--- config.mk ---
export PLATFORM = sky130hd
export DESIGN_NAME = cmfr_regs
export DESIGN_NICKNAME = d
export VERILOG_FILES = /design/src/shared/cmfr_pkg.sv /design/src/cmfr_tx_slot.sv /design/src/cmfr_regs.sv
export SDC_FILE = /design/constraint.sdc
export NUM_CORES = 1
export LEC_CHECK = 0
export ABC_CLOCK_PERIOD_IN_PS = 3220
export BUFFER_PORTS_ARGS = -buffer_cell sky130_fd_sc_hd__buf_2
export CORE_UTILIZATION = 62
export CTS_CLUSTER_SIZE = 14
export DETAILED_ROUTE_END_ITERATION = 8
export PLACE_DENSITY = 0.8
export SYNTH_ARGS = -nofsm -noshare
export SYNTH_HDL_FRONTEND = slang
export SYNTH_SLANG_ARGS = --single-unit
export TNS_END_PERCENT = 5
--- constraint.sdc ---
create_clock -name clk -period 3.22 [get_ports clk]
set_input_delay 0.483 -clock clk [delete_from_list [all_inputs] [get_ports clk]]
set_output_delay 0.483 -clock clk [all_outputs]
set_load 0.02 [all_outputs]
--- src/shared/cmfr_pkg.sv ---
// Overview of operation
// RQ1: Page number selects mailbox, filter or config window
// RQ2: Receive mailbox ignores all software writes
// RQ3: Transmit mailbox writable only while empty
// RQ4: Receive page shows match index at status slot
// RQ5: Error flag updated after each attempt
// RQ6: Arbitration lost flag updated after each attempt
// RQ7: Success flag updated, mirrored in transmit status
// RQ8: Completed flag set, write-one clear, cleared on request
// RQ9: Clearing completed also clears attempt status flags
// RQ10: Abort request settable only while pending, cleared empty
// RQ11: Transmit request cleared when mailbox becomes empty
// RQ12: Receive mailbox shows eight bit match index
// RQ13: Identifier 0 holds IDE, RTR, top id bits
// RQ14: Identifier 1 holds low standard, top extended bits
// RQ15: Identifier 2 and 3 hold extended id bits
// RQ16: Length holds four bit code, upper bits zero; CMFR_LEN_MASK (8'h8f) keeps bit 7 writable
// RQ17: Length and data writes blocked unless empty
// RQ18: Eight payload byte registers per mailbox
// RQ19: Software changes activation and scale only in init; the config page accepts these writes at any time
// RQ20: Six filter activation bits at bit 0 or 4
// RQ21: Two bit scale fields, bits 7 and 3 zero
// RQ22: Per filter high and low mode bits, register 0
// RQ23: Filters 5 and 4 modes in second mode register
// RQ24: Filter bits: identifier level, mask must match
// RQ25: Reserved page reads zero, ignores writes
package cmfr_pkg;
	// Register slots outside the paged window, and the window base (word index, byte addr = 4 * index)
	localparam logic [4:0] CMFR_PAGE_SELECT_IDX = 5'h00;
	localparam logic [4:0] CMFR_TX_STATUS_IDX = 5'h01;
	localparam logic [4:0] CMFR_TX_PRIORITY_IDX = 5'h02;
	localparam logic [4:0] CMFR_WIN_BASE_IDX = 5'h10;
	// Offsets within the window
	localparam logic [3:0] CMFR_W_CTRL = 4'h0;
	localparam logic [3:0] CMFR_W_LEN = 4'h1;
	localparam logic [3:0] CMFR_W_ID0 = 4'h2;
	localparam logic [3:0] CMFR_W_DATA0 = 4'h6;
	localparam logic [3:0] CMFR_W_CFG_MODE0 = 4'h8;
	localparam logic [3:0] CMFR_W_CFG_MODE1 = 4'h9;
	localparam logic [3:0] CMFR_W_CFG_CFG0 = 4'ha;
	localparam logic [3:0] CMFR_W_CFG_CFG2 = 4'hc;
	// Pages
	localparam logic [2:0] CMFR_PG_TX0 = 3'h0;
	localparam logic [2:0] CMFR_PG_TX1 = 3'h1;
	localparam logic [2:0] CMFR_PG_FLT_FIRST = 3'h2;
	localparam logic [2:0] CMFR_PG_FLT_LAST = 3'h4;
	localparam logic [2:0] CMFR_PG_RSVD = 3'h5;
	localparam logic [2:0] CMFR_PG_CFG = 3'h6;
	localparam logic [2:0] CMFR_PG_RX = 3'h7;
	// Control/status field positions
	localparam int CMFR_TRANSMIT_REQUEST_BIT = 0;
	localparam int CMFR_ABORT_REQUEST_BIT = 1;
	localparam int CMFR_REQUEST_COMPLETED_FLAG_BIT = 2;
	localparam int CMFR_TX_SUCCESS_FLAG_BIT = 3;
	localparam int CMFR_ARBITRATION_LOST_FLAG_BIT = 4;
	localparam int CMFR_TX_ERROR_FLAG_BIT = 5;
	// Read masks for fields with reserved bits
	localparam logic [7:0] CMFR_PAGE_MASK = 8'h07;
	localparam logic [7:0] CMFR_ID0_MASK = 8'h7f;
	localparam logic [7:0] CMFR_ID3_MASK = 8'hfe;
	localparam logic [7:0] CMFR_LEN_MASK = 8'h8f;
	localparam logic [7:0] CMFR_FCFG_MASK = 8'h77;
	localparam logic [7:0] CMFR_FMODE1_MASK = 8'h0f;
	// Reset value and filter bank sizes
	localparam logic [7:0] CMFR_RESET_BYTE = 8'h00;
	localparam int CMFR_NUM_FILTERS = 6;
	localparam int CMFR_FILTER_BYTES = 8;
	// Attempt outcome encoding from the protocol engine
	typedef enum logic [1:0] {CMFR_RES_OK, CMFR_RES_ERR, CMFR_RES_ARB, CMFR_RES_ABORT}
		cmfr_result_t;
endpackage : cmfr_pkg

--- src/cmfr_tx_slot.sv ---
`timescale 1ns/1ps
// One transmit mailbox's control/status state
module cmfr_tx_slot
	import cmfr_pkg::*;
(
	// Clock and reset
	input wire logic clk,
	input wire logic rstn,
	// Software side
	input wire logic sw_wr,
	input wire logic [7:0] sw_wdata,
	// Engine side
	input wire logic eng_done,
	input wire cmfr_result_t eng_result,
	// State
	output logic empty,
	output logic [7:0] ctrl_status
);
	logic transmit_request_q, abort_request_q, request_completed_flag_q, tx_success_flag_q, arbitration_lost_flag_q, tx_error_flag_q;
	logic new_rq, clr_cp;

	assign empty = !transmit_request_q;
	// Request only counts when the mailbox is empty, so a second set cannot retrigger
	assign new_rq = sw_wr && empty && sw_wdata[CMFR_TRANSMIT_REQUEST_BIT];
	assign clr_cp = (sw_wr && sw_wdata[CMFR_REQUEST_COMPLETED_FLAG_BIT]) || new_rq; // RQ8
	assign ctrl_status = {2'b00, tx_error_flag_q, arbitration_lost_flag_q, tx_success_flag_q, request_completed_flag_q, abort_request_q, transmit_request_q};

	// Request and abort bits
	always_ff @(posedge clk or negedge rstn) begin
		if (!rstn) begin
			transmit_request_q <= 1'b0;
			abort_request_q <= 1'b0;
		end else if (eng_done) begin
			transmit_request_q <= 1'b0; // RQ11
			abort_request_q <= 1'b0; // RQ10
		end else begin
			if (new_rq)
				transmit_request_q <= 1'b1;
			if (sw_wr && sw_wdata[CMFR_ABORT_REQUEST_BIT] && transmit_request_q)
				abort_request_q <= 1'b1; // RQ10
		end
	end

	// Completion and outcome flags; the engine's set wins over a clear
	always_ff @(posedge clk or negedge rstn) begin
		if (!rstn) begin
			request_completed_flag_q <= 1'b0;
			tx_success_flag_q <= 1'b0;
			arbitration_lost_flag_q <= 1'b0;
			tx_error_flag_q <= 1'b0;
		end else if (eng_done) begin
			request_completed_flag_q <= 1'b1; // RQ8
			tx_success_flag_q <= (eng_result == CMFR_RES_OK); // RQ7
			arbitration_lost_flag_q <= (eng_result == CMFR_RES_ARB); // RQ6
			tx_error_flag_q <= (eng_result == CMFR_RES_ERR); // RQ5
		end else if (clr_cp) begin
			request_completed_flag_q <= 1'b0; // RQ9
			tx_success_flag_q <= 1'b0;
			arbitration_lost_flag_q <= 1'b0;
			tx_error_flag_q <= 1'b0;
		end
	end
endmodule : cmfr_tx_slot

--- src/cmfr_regs.sv ---
`timescale 1ns/1ps
// Paged mailbox and acceptance filter register file
module cmfr_regs
	import cmfr_pkg::*;
(
	// Clock and reset
	input wire logic clk,
	input wire logic rstn,
	// Avalon-MM slave
	input wire logic [6:0] avs_address,
	input wire logic avs_read,
	input wire logic avs_write,
	input wire logic [31:0] avs_writedata,
	input wire logic [3:0] avs_byteenable,
	output logic [31:0] avs_readdata,
	output logic avs_waitrequest,
	// Transmit mailbox to engine
	output logic [1:0] tx_pending,
	output logic [1:0] tx_abort,
	input wire logic [1:0] tx_done,
	input wire cmfr_result_t tx_result,
	input wire logic [2:0] eng_sel_byte,
	input wire logic eng_sel_mbox,
	output logic [7:0] tx_byte,
	// Receive mailbox load from FIFO
	input wire logic rx_load,
	input wire logic [3:0] rx_load_idx,
	input wire logic [7:0] rx_load_byte,
	// Filter configuration outputs
	output logic [5:0] filter_active,
	output logic [11:0] filter_scale,
	output logic [11:0] filter_mode,
	output logic [7:0] filter_cfg_byte,
	input wire logic [5:0] filter_cfg_addr
);
	////////////////////////////////////////////////////////////////////////////////
	// Bus decode
	logic [7:0] page_q;
	logic [7:0] wbyte;
	logic acc_wr, acc_rd, wsel;
	logic [4:0] idx;
	logic [3:0] woff;
	logic in_win;
	logic ack_q;
	logic [7:0] rbyte;

	assign idx = avs_address[6:2];
	assign in_win = idx >= CMFR_WIN_BASE_IDX;
	assign woff = idx[3:0];
	assign wbyte = avs_writedata[7:0];
	assign wsel = avs_byteenable[0];
	// One wait cycle for every access gives a registered read path
	assign avs_waitrequest = (avs_read || avs_write) && !ack_q;
	// A write lands at the edge where waitrequest is low, never during the wait cycle
	assign acc_wr = avs_write && ack_q && wsel;
	assign acc_rd = avs_read && !ack_q;

	// Acknowledge strobe
	always_ff @(posedge clk or negedge rstn) begin
		if (!rstn)
			ack_q <= 1'b0;
		else
			ack_q <= (avs_read || avs_write) && !ack_q;
	end

	// Page select, upper bits kept at zero
	always_ff @(posedge clk or negedge rstn) begin
		if (!rstn)
			page_q <= CMFR_RESET_BYTE;
		else if (acc_wr && !in_win && idx == CMFR_PAGE_SELECT_IDX)
			page_q <= wbyte & CMFR_PAGE_MASK; // RQ1
	end

	////////////////////////////////////////////////////////////////////////////////
	// Transmit mailboxes
	logic [7:0] tx_mem [2][16];
	logic [7:0] rx_mem [16];
	logic [1:0] slot_empty;
	logic [7:0] slot_cs [2];
	logic [1:0] slot_wr;

	function automatic logic [7:0] cmfr_field_mask(input logic [3:0] off);
		case (off)
			CMFR_W_LEN: cmfr_field_mask = CMFR_LEN_MASK; // RQ16
			CMFR_W_ID0: cmfr_field_mask = CMFR_ID0_MASK; // RQ13
			4'h5: cmfr_field_mask = CMFR_ID3_MASK; // RQ15
			default: cmfr_field_mask = 8'hff; // RQ14
		endcase
	endfunction : cmfr_field_mask

	for (genvar m = 0; m < 2; m++) begin : g_slot
		assign slot_wr[m] = acc_wr && in_win && page_q[2:0] == 3'(m) && woff == CMFR_W_CTRL;
		cmfr_tx_slot u_slot (
			.clk(clk),
			.rstn(rstn),
			.sw_wr(slot_wr[m]),
			.sw_wdata(wbyte),
			.eng_done(tx_done[m]),
			.eng_result(tx_result),
			.empty(slot_empty[m]),
			.ctrl_status(slot_cs[m])
		);
		assign tx_pending[m] = slot_cs[m][CMFR_TRANSMIT_REQUEST_BIT];
		assign tx_abort[m] = slot_cs[m][CMFR_ABORT_REQUEST_BIT];

		// Identifier, length and payload; protected while pending
		always_ff @(posedge clk) begin
			if (acc_wr && in_win && page_q[2:0] == 3'(m) && woff != CMFR_W_CTRL
				&& slot_empty[m]) // RQ3 RQ17
				tx_mem[m][woff] <= wbyte & cmfr_field_mask(woff); // RQ18
		end
	end

	// Engine reads payload of the chosen mailbox
	always_ff @(posedge clk or negedge rstn) begin
		if (!rstn)
			tx_byte <= CMFR_RESET_BYTE;
		else
			tx_byte <= tx_mem[eng_sel_mbox][CMFR_W_DATA0 + {1'b0, eng_sel_byte}];
	end

	////////////////////////////////////////////////////////////////////////////////
	// Receive mailbox: loaded only by hardware, software writes dropped
	always_ff @(posedge clk) begin
		if (rx_load)
			rx_mem[rx_load_idx] <= rx_load_byte; // RQ2 RQ12
	end

	////////////////////////////////////////////////////////////////////////////////
	// Filter banks and configuration
	logic [7:0] flt_mem [CMFR_NUM_FILTERS * CMFR_FILTER_BYTES];
	logic [7:0] fcfg_q [3];
	logic [7:0] fmode0_q, fmode1_q;
	logic [2:0] fpage;
	logic [5:0] flt_addr;
	logic [2:0] flt_num;

	assign fpage = page_q[2:0] - CMFR_PG_FLT_FIRST;
	// Each page holds two filters of eight bytes, so the page picks a 16-byte block
	assign flt_addr = {fpage[1:0], woff};
	assign flt_num = flt_addr[5:3];

	// Filter bits stored raw: identifier level or must-match, per mode; frozen while active
	always_ff @(posedge clk) begin
		if (acc_wr && in_win && page_q[2:0] >= CMFR_PG_FLT_FIRST
			&& page_q[2:0] <= CMFR_PG_FLT_LAST && !filter_active[flt_num]) // RQ20
			flt_mem[flt_addr] <= wbyte; // RQ24
	end

	// Config page registers; init-mode discipline is left to software
	always_ff @(posedge clk or negedge rstn) begin
		if (!rstn) begin
			fcfg_q[0] <= CMFR_RESET_BYTE;
			fcfg_q[1] <= CMFR_RESET_BYTE;
			fcfg_q[2] <= CMFR_RESET_BYTE;
			fmode0_q <= CMFR_RESET_BYTE;
			fmode1_q <= CMFR_RESET_BYTE;
		end else if (acc_wr && in_win && page_q[2:0] == CMFR_PG_CFG) begin
			if (woff == CMFR_W_CFG_MODE0)
				fmode0_q <= wbyte; // RQ22
			if (woff == CMFR_W_CFG_MODE1)
				fmode1_q <= wbyte & CMFR_FMODE1_MASK; // RQ23
			if (woff >= CMFR_W_CFG_CFG0 && woff <= CMFR_W_CFG_CFG2)
				fcfg_q[2'(woff - CMFR_W_CFG_CFG0)] <= wbyte & CMFR_FCFG_MASK; // RQ21
		end
	end

	// Unpack filter controls for the matcher
	always_comb begin
		for (int f = 0; f < 3; f++) begin
			filter_active[2*f] = fcfg_q[f][0]; // RQ20
			filter_active[2*f+1] = fcfg_q[f][4];
			filter_scale[4*f +: 2] = fcfg_q[f][2:1]; // RQ21
			filter_scale[4*f+2 +: 2] = fcfg_q[f][6:5];
		end
		filter_mode = {fmode1_q[3:0], fmode0_q};
	end

	// Matcher filter byte port
	always_ff @(posedge clk or negedge rstn) begin
		if (!rstn)
			filter_cfg_byte <= CMFR_RESET_BYTE;
		else
			filter_cfg_byte <= flt_mem[filter_cfg_addr];
	end

	////////////////////////////////////////////////////////////////////////////////
	// Read mux
	logic [7:0] tx_status, tx_prio;

	assign tx_status = {2'b00, slot_cs[1][CMFR_TX_SUCCESS_FLAG_BIT], slot_cs[0][CMFR_TX_SUCCESS_FLAG_BIT],
		2'b00, slot_cs[1][CMFR_REQUEST_COMPLETED_FLAG_BIT], slot_cs[0][CMFR_REQUEST_COMPLETED_FLAG_BIT]}; // RQ7 RQ8
	assign tx_prio = {4'h0, slot_empty, 2'b00};

	always_comb begin
		rbyte = 8'h00;
		if (!in_win) begin
			case (idx)
				CMFR_PAGE_SELECT_IDX: rbyte = page_q;
				CMFR_TX_STATUS_IDX: rbyte = tx_status;
				CMFR_TX_PRIORITY_IDX: rbyte = tx_prio;
				default: rbyte = 8'h00;
			endcase
		end else begin
			case (page_q[2:0])
				CMFR_PG_TX0, CMFR_PG_TX1: begin
					if (woff == CMFR_W_CTRL)
						rbyte = slot_cs[page_q[0]];
					else
						rbyte = tx_mem[page_q[0]][woff];
				end
				CMFR_PG_RX: rbyte = rx_mem[woff]; // RQ4
				CMFR_PG_CFG: begin
					if (woff == CMFR_W_CFG_MODE0)
						rbyte = fmode0_q;
					else if (woff == CMFR_W_CFG_MODE1)
						rbyte = fmode1_q;
					else if (woff >= CMFR_W_CFG_CFG0 && woff <= CMFR_W_CFG_CFG2)
						rbyte = fcfg_q[2'(woff - CMFR_W_CFG_CFG0)];
				end
				CMFR_PG_RSVD: rbyte = 8'h00; // RQ25
				default: rbyte = flt_mem[flt_addr];
			endcase
		end
	end

	// Registered read data
	always_ff @(posedge clk or negedge rstn) begin
		if (!rstn)
			avs_readdata <= 32'h0000_0000;
		else if (acc_rd)
			avs_readdata <= {24'h00_0000, rbyte};
	end
endmodule : cmfr_regs

* Yosys cells after proc, flatten, opt, wreduce, memory -nomap -nowiden
Memories as Yosys holds them, arrays and structs flattened. A register that Yosys moved wholly into a read port is not among the register bits.
Cells that the tools add are included.
** Cells by class
- Add/subtract/negate cells :: 3
- Order comparisons :: 12
- Equal/unequal tests :: 13
- Muxes and demuxes :: 58
- Bitwise gates (word level) :: 6
- Reductions and logical operators :: 57
** Operators with widths (count)
- 128-bit 2-to-1 mux :: 4
- 8-bit 2-to-1 mux :: 17
- 128-bit OR reduction :: 1
- 8-bit binary-select mux with 4-bit select :: 2
- 8-bit demux with 4-bit select :: 1
- 1-bit logical AND :: 32
- 8-bit case mux with 4 select lines :: 1
- 1-bit 2-to-1 mux :: 26
- 24-bit bitwise mux :: 1
- 8-bit case mux with 3 select lines :: 1
- 6-bit case mux with 3 select lines :: 1
- 8-bit bitwise AND :: 2
- 8-bit binary-select mux with 2-bit select :: 1
- 8-bit demux with 2-bit select :: 1
- 5-bit >= comparator (second input constant) :: 3
- 2-bit nonzero test :: 6
- 4-bit NOT with 5-bit output :: 2
- 3-bit equality test (second input constant) :: 3
- 4-bit equality test (second input constant) :: 2
- 1-bit logical NOT :: 6
- 6-bit 2-to-1 mux :: 1
- 2-bit AND reduction :: 3
- 5-bit by 1-bit equality test with 1-bit output (second input constant) :: 1
- 5-bit by 2-bit equality test with 1-bit output (second input constant) :: 1
- 27 further kinds :: 30
** Word-level totals
- Register bits :: 68
- RAM bits :: 768
- Logic and storage cells :: 173
- Memories kept :: 3
** Memory list
- flt_mem :: depth 48, width 8, rd ports 2, clocked after memory_dff 1, write ports 1, RTL line cmfr_regs.sv:131 : logic [7:0] flt_mem [CMFR_NUM_FILTERS * CMFR_FILTER_BYTES];
- tx_mem :: depth 2, width 128, rd ports 2, clocked after memory_dff 0, write ports 1, RTL line cmfr_regs.sv:76 : logic [7:0] tx_mem [2][16];
- rx_mem :: depth 16, width 8, rd ports 1, clocked after memory_dff 0, write ports 1, RTL line cmfr_regs.sv:77 : logic [7:0] rx_mem [16];

* Logic depth before layout (Yosys ltp)
- Depth in word-level cells :: 10
- Gate-level depth with buffers :: 12
- Mapped depth without buffers :: 7

* Hierarchy
Synthesis repeated with hierarchy kept, for this count alone.
** Second synthesis, totals
- Cell total of the unflattened synthesis :: 1979
- Area total of the unflattened synthesis :: 38508.2 um2
** Modules (own cells, without submodules)
- cmfr_regs :: times used 1, cells an instance 1909, area each 37865.1 um2, seq. area each 24513.5 um2
- cmfr_tx_slot :: times used 2, cells an instance 35, area each 321.6 um2, seq. area each 150.1 um2

* Worst setup path before layout
Ideal clock, no wire load.
- Path type :: input port to flip-flop
- Start point :: input port eng_sel_byte[1]
- End point :: register tx_byte[0]
- Library setup time :: 125 ps
- Arrival time :: 2798 ps
- Data required time :: 3095 ps
- Slack :: 297 ps
- Stages on the path :: 8
- Buffers on the path :: 4
- Path through :: buf_2 buf_1 inv_1 ha_1 buf_1 clkbuf_1 mux4_2 mux2_2
** Between the ends
- Cells in the longest elaborated chain, start to end :: 5
** RTL lines
- start, declared :: RTL line cmfr_regs.sv:22 : input wire logic [2:0] eng_sel_byte,
- 3-bit by 3-bit adder with 4-bit output :: RTL line cmfr_regs.sv:119 : tx_byte <= tx_mem[eng_sel_mbox][CMFR_W_DATA0 + {1'b0, eng_sel_byte}];
- 4-bit NOT with 5-bit output (not written as such) :: RTL line cmfr_regs.sv:119
- 8-bit binary-select mux with 4-bit select :: RTL line cmfr_regs.sv:119
- 8-bit 2-to-1 mux (not written as such) (2 in a row) :: RTL line cmfr_regs.sv:119
- end signal, assigned :: RTL line cmfr_regs.sv:119
- end, declared :: RTL line cmfr_regs.sv:24 : output logic [7:0] tx_byte,
No other way between the ends. The select of a mux whose other input is x is not followed.
A chain may end at the register's enable or synchronous reset.

* Final worst setup path
- Start point :: register page_q[1]
- End point :: memory tx_mem[0][112] (netlist bit), enable pin
** Between the ends
- Cells in the longest elaborated chain, start to end :: 8
** RTL lines
- start, declared :: RTL line cmfr_regs.sv:38 : logic [7:0] page_q;
- start signal, assigned :: RTL line cmfr_regs.sv:71 : page_q <= wbyte & CMFR_PAGE_MASK;
- 3-bit by 1-bit equality test with 1-bit output :: RTL line cmfr_regs.sv:108 : if (acc_wr && in_win && page_q[2:0] == 3'(m) && woff != CMFR_W_CTRL
- 1-bit logical AND (2 in a row) :: RTL line cmfr_regs.sv:108
- 1-bit logical AND :: RTL line cmfr_regs.sv:109 : && slot_empty[m])
- 1-bit 2-to-1 mux :: RTL line cmfr_regs.sv:108
- 128-bit 2-to-1 mux (not written as such) :: RTL line cmfr_regs.sv:110 : tx_mem[m][woff] <= wbyte & cmfr_field_mask(woff);
- 128-bit OR reduction (no line)
- 1-bit 2-to-1 mux (no line) / 128-bit 2-to-1 mux (equally long branches)
- end, declared :: RTL line cmfr_regs.sv:76
Several ways; a longest one is shown, not always the timed one.

==> summary.txt <==
STA
  – Worst slew pin tran: 1.330 ns
  – Hold Slack: -0.01593 ns
  – Tmin final: 2.945 ns
  – Max Clock Freq: 339.6 MHz
  – Final count of negative-setup-slack endpoints: 0
  – Fin Setup TNS: 0 ns
  – Setup slack after layout: 0.2749 ns
  – Worst rel slew slack: 0.1136
  – Crit share post-route: 0.9146
  – Hold Fails Final Rpt: 8
  – RSZ-0062 raised after global routing: false
  – Final clock skew: 0.01744 ns
  – Max Slew Vio Count: 0

Job
  – Max-Cap Viols: 0

Setup path
  – CP max FO: 15
  – Critical Path Most Common Cell: nor2_1
  – CP peak stage delay: 0.85 ns
  – Crit-path cells: or2_2 > nor2_1 > or4b_2 > nor2_1 > buf_4
  – Critical path arrival: 3.28 ns
  – Slowest CP cell: or4b_2
  – Worst path required time: 3.56 ns
  – CP Capture Type: flip-flop
  – CP Launch Type: flip-flop
  – CP Class: flip-flop to flip-flop
  – R2R depth: 5

CTS
  – Inserted Clock Buffers: 83
  – Post-cts sizing count: 0
  – Clock sink count: 838
  – CTS Buffer Depth: 3
  – Insertion delay to the later sink of the worst-skew pair: 0.64 ns
  – CTS clk-pin slew, worst paths: 0.06 ns
  – CTS tree: yes
  – Post-CTS Setup Bufs: 0
  – # hold bufs at CTS: 0
  – CTS Root Cell: clkbuf_16
  – Htree depth: 3

Min path
  – HP Class: primary input to asynchronous set/reset pin

Synthesis
  – Yosys reg bits: 838
  – Area of the mapped netlist: 38480 sq um
  – Main flop type after synthesis: edfxtp_1
  – Synth cell types: 60
  – Post-Synthesis Cells: 2080
  – Register area share after synthesis: 0.6448
  – Ys Warns: 0
  – Post-synth EDFFs: 768
  – Syn Area/Cell: 18.50 sq um
  – Asr flop ratio synth: 0.08353

Placed design
  – Hpwl dp: 71280 um
  – Post-place setup slack: 0.04081 ns
  – Area after DPL: 41000 sq um
  – Routability congestion estimate: 0.9528
  – Port bufs: 103

Detailed routing
  – Pre-antenna DRT Iters: 6
  – Initial DRC Count: 3675
  – Routed vias: 23325
  – Vias/cell: 7.260
  – Post-route DRC: 0
  – Post-DRT Antenna Nets: 0
  – Routed Wire Length: 106800 um
  – Wire length per cell: 33.25 um

Power and ir drop
  – Leakage power: 0.01498 uW
  – Worst vdd ir: 0.0004782 V
  – Power Dens Cells: 549.5 nW/um^2

GRT
  – Total track usage: 0.3480
  – Initial antenna violation count: 6
  – First-pass GRT wire length: 156800 um
  – Gr ovfl total: 0
  – Largest net degree at the start of global routing: 71
  – Vias in the first global route: 23498

Die
  – Die Height: 251.1 um
  – Core footprint: 60810 sq um
  – I/O Pins: 157
  – Die width: 251.1 um
  – Starting Density: 0.6328
  – DIE AREA: 63070 sq um
  – Row cnt: 90

Layout
  – Fin nets: 2434
  – Layout cell share with drive strength beyond 1: 0.3541
  – Finished Cell Area: 43810 sq um
  – Most frequent cells in the layout: 768 x edfxtp_1, 319 x mux4_2, 206 x buf_4
  – Most common cell after layout, fill and taps aside: edfxtp_1
  – Synth-to-Final Area Change: 13.84%

Run status
  – Failing checks: negative hold slack
  – Outcome: finished with violations
power breakdown:
part	switching (uW)	leakage, uW	internal [uW]
logic	1280	0.00576	852
registers	81.4	0.00784	12000
clock network	4110	0.00139	5750
total	5470	0.0150	18600
critical path: cells and delay by family (launching register included):
family	cells	cell delay, ns
simple gates	4	1.84
flops	1	0.59
buf+inv	1	0.22
registers in the layout, summed over array words and instances (netlist names), 3 cells and up:
signal / cells
rx_mem: 128
tx_byte: 8
flt_mem: 384
fmode0_q: 8
page_q: 3
filter_scale: 12
fmode1_q: 4
filter_cfg_byte: 8
filter_active: 6
avs_readdata: 8
tx_mem: 256
cells by family after synthesis:
group	after synthesis	share of synthesized area
flip-flops	838	0.6448
multiplexers	541	0.2521
AO/OA/AOI/OAI	218	0.03713
AND/OR/NAND/NOR	301	0.03492
other	1	0.00009745
buffers and inverters	180	0.03056
adder cells (fa/ha/maj)	1	0.0003251
layer usage:
metal	GRT usage	vias to the layer above	wire (um)
met1	0.4795	11938	37390
met2	0.5272	1941	49430
met4	0.1308	10	4214
met5	0	-	66
met3	0.1105	303	15740
li1	-	9133	-
synthesized netlist by cell type, types with 9 or more instances:
library cell | count | area share
edfxtp_1 | 768 | 0.60
nor2b_1 | 21 | 0.0034
buf_6 | 18 | 0.0053
clkbuf_1 | 47 | 0.0046
a311oi_1 | 12 | 0.0027
mux2_2 | 67 | 0.020
o211ai_1 | 9 | 0.0018
buf_1 | 10 | 0.00098
buf_2 | 40 | 0.0052
dfrtp_1 | 70 | 0.046
o21ai_0 | 46 | 0.0060
nor3_1 | 13 | 0.0017
nand3_1 | 12 | 0.0016
nor2_1 | 117 | 0.011
nand2_1 | 93 | 0.0091
buf_4 | 42 | 0.0082
nand2b_1 | 10 | 0.0016
mux4_2 | 319 | 0.19
mux4_1 | 13 | 0.0089
mux2i_1 | 142 | 0.037
o22ai_1 | 30 | 0.0049
a21oi_1 | 36 | 0.0047
a22oi_1 | 38 | 0.0074
cell type report:
cell class | count | area, sq um
antenna | 2 | 5.005
clock buffer | 113 | 2414
clock inverter | 42 | 390.4
fill | 3474 | 17000
inverter | 6 | 22.52
multi-input combinational | 1101 | 12640
sequential | 838 | 24820
tap | 782 | 978.4
timing repair buffer | 329 | 2539
final timing paths:
check / start / to / slack, ns
worst max register to register: page_q[1] / tx_mem[0][112] / 0.27
worst min register to register: ack_q / ack_q / 0.49
min in group clk: tx_done[1] / g_slot[1].u_slot.transmit_request_q / 0.11
max in group asynchronous: rstn / page_q[0] / 2.43
worst max-delay path: page_q[1] / tx_mem[0][112] / 0.27
worst min-delay path: rstn / tx_byte[4] / -0.02
stage by stage:
stage,std cells,power (uW),util
2_1_floorplan,2119,13550,-
3_3_place_gp,3056,14300,0.6742
3_5_place_dp,3056,14360,0.6742
4_1_cts,3211,24060,0.7204
5_1_grt,3211,24590,0.7204
6_report,3213,24070,0.7204
(Power assumes the default switching activity.)
